$ cat config.mk
export PLATFORM = sky130hd
export DESIGN_NAME = asc_host
export DESIGN_NICKNAME = d
export VERILOG_FILES = /design/src/logic/asc_pkg.sv /design/src/logic/asc_host.sv /design/src/logic/asc_wait_timer.sv
export VERILOG_INCLUDE_DIRS = /design/src /design/src/logic
export SDC_FILE = /design/constraint.sdc
export NUM_CORES = 1
export LEC_CHECK = 0
export BUFFER_PORTS_ARGS = -buffer_cell sky130_fd_sc_hd__buf_2
export CORE_UTILIZATION = 45
export DETAILED_ROUTE_END_ITERATION = 10
export PLACE_DENSITY = 0.77
export SLEW_MARGIN = 20
export SYNTH_ARGS = -nofsm -noshare
export SYNTH_HDL_FRONTEND = slang
export SYNTH_SLANG_ARGS = --single-unit
export TNS_END_PERCENT = 5
$ cat constraint.sdc
create_clock -name clock_in -period 6.6 [get_ports clock_in]
set_input_delay 1.32 -clock clock_in [delete_from_list [all_inputs] [get_ports clock_in]]
set_output_delay 1.32 -clock clock_in [all_outputs]
set_load 0.02 [all_outputs]
$ cat src/logic/asc_regs.svh
// Timing constants for the asynchronous static memory host controller.
`ifndef ASC_REGS_SVH
`define ASC_REGS_SVH
`define ASC_CLK_PERIOD_NS 20
`define ASC_T_RC_NS   55
`define ASC_T_AA_NS   55
`define ASC_T_WC_NS   55
`define ASC_T_PWE_NS  40
`define ASC_T_SD_NS   25
`define ASC_T_HZWE_NS 20
`define ASC_CYC_CEIL(ns) (((ns) + `ASC_CLK_PERIOD_NS - 1) / `ASC_CLK_PERIOD_NS)
`define ASC_RD_CYC  `ASC_CYC_CEIL(`ASC_T_AA_NS)
`define ASC_WR_CYC  `ASC_CYC_CEIL(`ASC_T_PWE_NS)
`define ASC_TURN_CYC `ASC_CYC_CEIL(`ASC_T_HZWE_NS)
`define ASC_CNT_W 4
`endif

$ cat src/logic/asc_pkg.sv
// Types for the asynchronous static memory host controller.
`default_nettype none
package asc_pkg;
   typedef enum logic [2:0]
   {
      ASC_IDLE  = 3'h0,
      ASC_SETUP = 3'h1,
      ASC_PULSE = 3'h3,
      ASC_END   = 3'h2,
      ASC_TURN  = 3'h6
   } asc_state_type;
endpackage
`default_nettype wire

$ cat src/logic/asc_host.sv
// Host controller that drives an asynchronous 16-bit static memory through its pins.
// Summary of operation
// - A write starts only when all qualifiers are active and ends at the first that drops.
// - Write data setup and hold are timed to the edge that ends the write.
// - The host must not drive data while the memory drives it.
// - The write strobe stays high through every read cycle.
// - Address is valid no later than the selects are asserted on a read.
// - Selects and lane selects are always driven to a definite level.
`timescale 1ns/1ps
`default_nettype none
`include "asc_regs.svh"
module asc_host #(
   parameter int ADDR_W = 21,
   parameter int CNT_W  = `ASC_CNT_W
)(
   input  wire logic              clock_in,
   input  wire logic              rst_n_in,
   // User request side.
   input  wire logic              req_valid_in,
   input  wire logic              req_write_in,
   input  wire logic [ADDR_W-1:0] req_addr_in,
   input  wire logic [15:0]       req_wdata_in,
   input  wire logic [1:0]        req_lanes_in,
   output logic                   req_ready_out,
   output logic                   rd_valid_out,
   output logic [15:0]            rd_data_out,
   // Memory pins.
   output logic [ADDR_W-1:0]      mem_addr_out,
   output logic                   mem_sel_n_out,
   output logic                   mem_sel_out,
   output logic                   mem_we_n_out,
   output logic                   mem_oe_n_out,
   output logic                   upper_lane_sel_n_out,
   output logic                   lower_lane_sel_n_out,
   input  wire logic [15:0]       mem_dq_in,
   output logic [15:0]            mem_dq_out,
   output logic [1:0]             mem_dq_oe_out
);
   // Refuse widths that the address pins or the interval timer cannot serve.
   if (ADDR_W < 1 || ADDR_W > 32)
   begin : g_bad_addr_w
      $error("ADDR_W out of range");
   end
   if ((1 << CNT_W) <= `ASC_RD_CYC)
   begin : g_bad_cnt_w
      $error("CNT_W too small for the longest interval");
   end

   // ************************************************************
   // Interval counts and access sequencer
   // ************************************************************
   localparam logic [CNT_W-1:0] RD_CNT   = CNT_W'(`ASC_RD_CYC);
   localparam logic [CNT_W-1:0] WR_CNT   = CNT_W'(`ASC_WR_CYC);
   localparam logic [CNT_W-1:0] TURN_CNT = CNT_W'(`ASC_TURN_CYC);

   asc_pkg::asc_state_type state_r, state_nxt;
   logic              wr_r;
   logic [1:0]        lanes_r;
   logic [ADDR_W-1:0] addr_r;
   logic [15:0]       wdata_r;
   logic [15:0]       rdata_r;
   logic              rvalid_r;
   logic              tmr_load;
   logic [CNT_W-1:0]  tmr_count;
   logic              tmr_done;

   wire take_req  = (state_r == asc_pkg::ASC_IDLE) && req_valid_in && (req_lanes_in != 2'h0);
   wire in_pulse  = (state_r == asc_pkg::ASC_PULSE);
   wire in_access = (state_r == asc_pkg::ASC_SETUP) || in_pulse || (state_r == asc_pkg::ASC_END);

   asc_wait_timer #(.CNT_W(CNT_W)) u_timer (
      .clock_in (clock_in),
      .rst_n_in (rst_n_in),
      .load_in  (tmr_load),
      .count_in (tmr_count),
      .done_out (tmr_done)
   );

   // Sequence: setup presents address, pulse holds the strobe, end releases it.
   always_comb
   begin
      state_nxt = state_r;
      tmr_load  = 1'b0;
      tmr_count = '0;
      case (state_r)
         asc_pkg::ASC_IDLE:
            if (take_req)
               state_nxt = asc_pkg::ASC_SETUP;
         asc_pkg::ASC_SETUP:
         begin
            state_nxt = asc_pkg::ASC_PULSE;
            tmr_load  = 1'b1;
            tmr_count = wr_r ? WR_CNT : RD_CNT;
         end
         asc_pkg::ASC_PULSE:
            if (tmr_done)
               state_nxt = asc_pkg::ASC_END;
         asc_pkg::ASC_END:
         begin
            state_nxt = asc_pkg::ASC_TURN;
            tmr_load  = 1'b1;
            tmr_count = TURN_CNT;
         end
         asc_pkg::ASC_TURN:
            if (tmr_done)
               state_nxt = asc_pkg::ASC_IDLE;
         default:
            state_nxt = asc_pkg::ASC_IDLE;
      endcase
   end

   always_ff @(posedge clock_in or negedge rst_n_in)
   begin
      if (!rst_n_in)
         state_r <= asc_pkg::ASC_IDLE;
      else
         state_r <= state_nxt;
   end

   // Request capture; address is held stable through the whole access.
   always_ff @(posedge clock_in or negedge rst_n_in)
   begin
      if (!rst_n_in)
      begin
         wr_r    <= 1'b0;
         lanes_r <= 2'h0;
         addr_r  <= '0;
         wdata_r <= 16'h0000;
      end
      else if (take_req)
      begin
         wr_r    <= req_write_in;
         lanes_r <= req_lanes_in;
         addr_r  <= req_addr_in;
         wdata_r <= req_wdata_in;
      end
   end

   // Read data is sampled on the last pulse cycle, after the access time has passed.
   always_ff @(posedge clock_in or negedge rst_n_in)
   begin
      if (!rst_n_in)
      begin
         rdata_r  <= 16'h0000;
         rvalid_r <= 1'b0;
      end
      else
      begin
         rvalid_r <= in_pulse && tmr_done && !wr_r;
         if (in_pulse && tmr_done && !wr_r)
            rdata_r <= {lanes_r[1] ? mem_dq_in[15:8] : 8'h00,
                        lanes_r[0] ? mem_dq_in[7:0] : 8'h00};
      end
   end

   // ************************************************************
   // Memory pin drive
   // ************************************************************
   // address valid no later than selects
   assign mem_addr_out  = addr_r;
   assign mem_sel_n_out = !in_access;
   assign mem_sel_out   = in_access;
   assign upper_lane_sel_n_out = !(in_access && lanes_r[1]);
   assign lower_lane_sel_n_out = !(in_access && lanes_r[0]);
   assign mem_we_n_out = !(in_pulse && wr_r);
   assign mem_oe_n_out = !(in_access && !wr_r);
   assign mem_dq_out    = wdata_r;
   assign mem_dq_oe_out = (in_access && wr_r) ? lanes_r : 2'h0;

   assign req_ready_out = (state_r == asc_pkg::ASC_IDLE);
   assign rd_valid_out  = rvalid_r;
   assign rd_data_out   = rdata_r;
endmodule
`default_nettype wire

$ cat src/logic/asc_wait_timer.sv
// Down counter that times each asynchronous interval in clock cycles.
`timescale 1ns/1ps
`default_nettype none
module asc_wait_timer #(
   parameter int CNT_W = 4
)(
   input  wire logic             clock_in,
   input  wire logic             rst_n_in,
   input  wire logic             load_in,
   input  wire logic [CNT_W-1:0] count_in,
   output logic                  done_out
);
   logic [CNT_W-1:0] cnt_r;

   // A zero-width counter could not time any interval, so refuse it at elaboration.
   if (CNT_W < 1)
   begin : g_bad_cnt_w
      $error("CNT_W must be at least 1");
   end

   // Load wins over counting so a new interval always starts cleanly.
   always_ff @(posedge clock_in or negedge rst_n_in)
   begin
      if (!rst_n_in)
         cnt_r <= '0;
      else if (load_in)
         cnt_r <= count_in;
      else if (cnt_r != '0)
         cnt_r <= cnt_r - 1'b1;
   end

   assign done_out = (cnt_r == '0) && !load_in;
endmodule
`default_nettype wire

==> metrics.cfg <==
[worst_setup_path]
endpoint_of_the_lowest_slack_register_to_register_path = mem_dq_out[7]
reg2reg_from = state_r[2]
crit_chain = nor2_1 > nor2_1 > and3_1 > buf_2
critical_path.top_delay_family = simple AND/OR/NAND/NOR gates
worstPathRequired_ns = 5.28
ff2ff_setup_slack_ns = 4.20
cp_num_buf_inv = 1
worst_setup_path_end_kind = primary output
worst_path_largest_cell_delay_ns = 0.52
crit_top_cell = sky130_fd_sc_hd__nor2_1
worstPathArrival_ns = 1.60
setup.worst_path.start_class = register
worstPathMaxFanout = 9
reg2reg_depth = 3
crit_slowest_cell = sky130_fd_sc_hd__dfrtp_1
critPathKind = reg2out

[sta]
post-route-min-period_ns = 2.92
worst_slew_margin_rel = 0.385
setup_viol = 0
setup-tns-final_ns = 0
hold_viol = 0
hold_slack_ns = 0.501
final_min_period_over_clock_period = 0.442
maxClockFrequency_mhz = 343
finalClockSkew_ns = 0.00700
grt_setup_unrepaired = false
worst_tran_pin_value_ns = 0.923
maxSlewViolCount = 0

[routing]
route.vias.total = 2049
postRouteAntennaNets = 0
vias_per_cell = 4.95
drt-total-wl_um = 5650
first_pass_iters = 4
drc = 0
detail_route.iter0.violations = 74
routed_wire_length_per_instance_um = 13.7

[placed_design]
dp_hpwl_um = 3940
gpl.final_weighted_congestion = 0.742
port-buffer-count = 121

[cts]
holdBufCountCts = 0
clkTransAtPathRegs_ns = 0.06
insertion_delay_ns = 0.34
cts_max_level = 3
clockBufferDepth = 2
numCtsBuffers = 9
cts_repair_resize_count = 0
post-cts-setup-buffer-count = 0
tritoncts = done
clock-sinks = 64
cts.root.buffer_cell = sky130_fd_sc_hd__clkbuf_8

[worst_hold_path]
hold_path_end = mem_dq_out[1]
worst_hold_path_type = reg2reg
timing.hold.worst.start = mem_dq_out[1]
hold-path-cell-count = 1

[power_and_ir_drop]
worst_ir_drop_vdd_mv = 0.356
p_leak_uw = 0.00192
power.density_nw_per_um2 = 550

[synthesis]
synth_most_common_cell = sky130_fd_sc_hd__dfrtp_1
synth.lib_cells_used.distinct = 32
netlist_top_cells_area = sky130_fd_sc_hd__dfrtp_1 (59%), sky130_fd_sc_hd__mux2_2 (16%), sky130_fd_sc_hd__mux2i_1 (6.3%), sky130_fd_sc_hd__nand2_1 (3.3%), sky130_fd_sc_hd__inv_1 (2.9%)
synthesis.instances = 216
postSynthRegisterBits = 64
synth.net_count = 276
synth_top_family_by_area = multiplexers
synth_compound_area_frac = 0.0354
post_synth_and_or_nand_nor_area_fraction = 0.0873
synth_edf_count = 0
synth_common_cells = sky130_fd_sc_hd__dfrtp_1 (64), sky130_fd_sc_hd__mux2_2 (39), sky130_fd_sc_hd__nand2_1 (24)
synthesis.area_per_instance_um2 = 12.6
main_flop_type_after_synthesis = sky130_fd_sc_hd__dfrtp_1
post_synth_xor_area_fraction = 0.00322
ys.warnings.count = 0
netlist_area_um2 = 2720
netlist.top_cell.by_area = sky130_fd_sc_hd__dfrtp_1
synth-adder-area-share = 0.00460
post-synth-top-area-fraction = 0.588
fraction_of_synthesis_flops_using_an_asynchronous_set_or_reset_pin = 1.00
seq_area_frac_synth = 0.588
synthMuxAreaShare = 0.224

[die]
row_count = 27
horizontal_die_dimension_um = 79.8
fp.dieArea_um2 = 6370
start_util = 0.480
core_area_um2 = 5680
die_height_um = 79.8
floorplan.io_pins = 122

[grt]
pin_count_of_the_biggest_net_entering_global_routing = 65
first_global_vias = 2009
grt_first_pass_wirelength_um = 8960
grt_antenna_before_repair = 0
gr-total-overflow = 0
track_usage = 0.189

[status]
outcome = finished clean

[flow_run]
maxCapViolCount = 0

[layout]
layout-drive-gt1-share = 0.526
fill_cells = 478
area_growth_syn_to_layout_pct = 31.1
num_antenna_cells = 0
post-route-util = 0.629
final_net_count = 398

[metrics by stage]
stage / cells / power (uW) / setup slack [ns] / cell area (um2)
6_report: 414 / 1960 / 3.68 / 3570
5_1_grt: 414 / 2090 / 3.54 / 3570
4_1_cts: 414 / 1980 / 3.66 / 3570
3_5_place_dp: 399 / 1600 / 3.39 / 3350
3_3_place_gp: 399 / 1570 / 3.45 / 3350
2_1_floorplan: 216 / 1320 / 3.85 / 2720
[metal layers]
metal  global-route usage  up-vias  share of wire
met2                0.311       78           0.48
met1                0.220      989           0.42
met4                0.120        0          0.032
met3               0.0469       18          0.066
li1                     -      964              -
met5                    0        -              0
[worst max-delay path by stage]
stage                                   to         start  depth (start not counted)
after global routing      mem_dq_oe_out[1]    state_r[1]                          4
after floorplan           mem_dq_oe_out[0]    state_r[1]                          4
final                     mem_dq_oe_out[0]    state_r[1]                          4
after global placement    mem_addr_out[13]  req_valid_in                          4
after CTS                 mem_dq_oe_out[0]    state_r[1]                          4
after detailed placement     mem_dq_out[7]  req_valid_in                          4
[layout by cell type (no fill, tap or decap), types with 2 or more instances in the layout]
cell type	count
sky130_fd_sc_hd__a21oi_1	5
sky130_fd_sc_hd__a22o_1	2
sky130_fd_sc_hd__and3_1	2
sky130_fd_sc_hd__buf_2	121
sky130_fd_sc_hd__bufinv_16	2
sky130_fd_sc_hd__clkbuf_8	11
sky130_fd_sc_hd__dfrtp_1	64
sky130_fd_sc_hd__inv_1	21
sky130_fd_sc_hd__mux2_2	39
sky130_fd_sc_hd__mux2i_1	17
sky130_fd_sc_hd__nand2_1	24
sky130_fd_sc_hd__nand2b_1	4
sky130_fd_sc_hd__nand3_1	2
sky130_fd_sc_hd__nor2_1	8
sky130_fd_sc_hd__nor3_1	2
[power breakdown]
group	leakage, uW	switching (uW)	internal (uW)
combinational	0.00101	494	367
clock	0.000112	142	231
sequential	0.000794	143	587
[kinds of logic after synthesis]
family / Yosys count
AOI/OAI and AO/OA: 14
xor gates and xnor gates: 1
adders and majority gates: 1
buffers and inverters: 32
DFF: 64
muxes: 56
and+or+nand+nor: 48
[registers in the layout (all words and copies together) (netlist names)]
name,flops
state_r,3
mem_addr_out,21
rd_data_out,16
u_timer.cnt_r,4
rd_valid_out,1
mem_dq_out,16
wr_r,1
lanes_r,2
[layout make-up]
class | count | area [um2] | share of cell area
clock buffer | 12 | 155 | 0.0435
clock inverter | 3 | 65.1 | 0.0182
inverter | 21 | 78.8 | 0.0221
multi-input combinational | 120 | 966 | 0.271
sequential | 64 | 1600 | 0.449
tap | 72 | 90.1 | 0.0252
timing repair buffer | 122 | 613 | 0.172
Power figures use the tool's default switching activity.
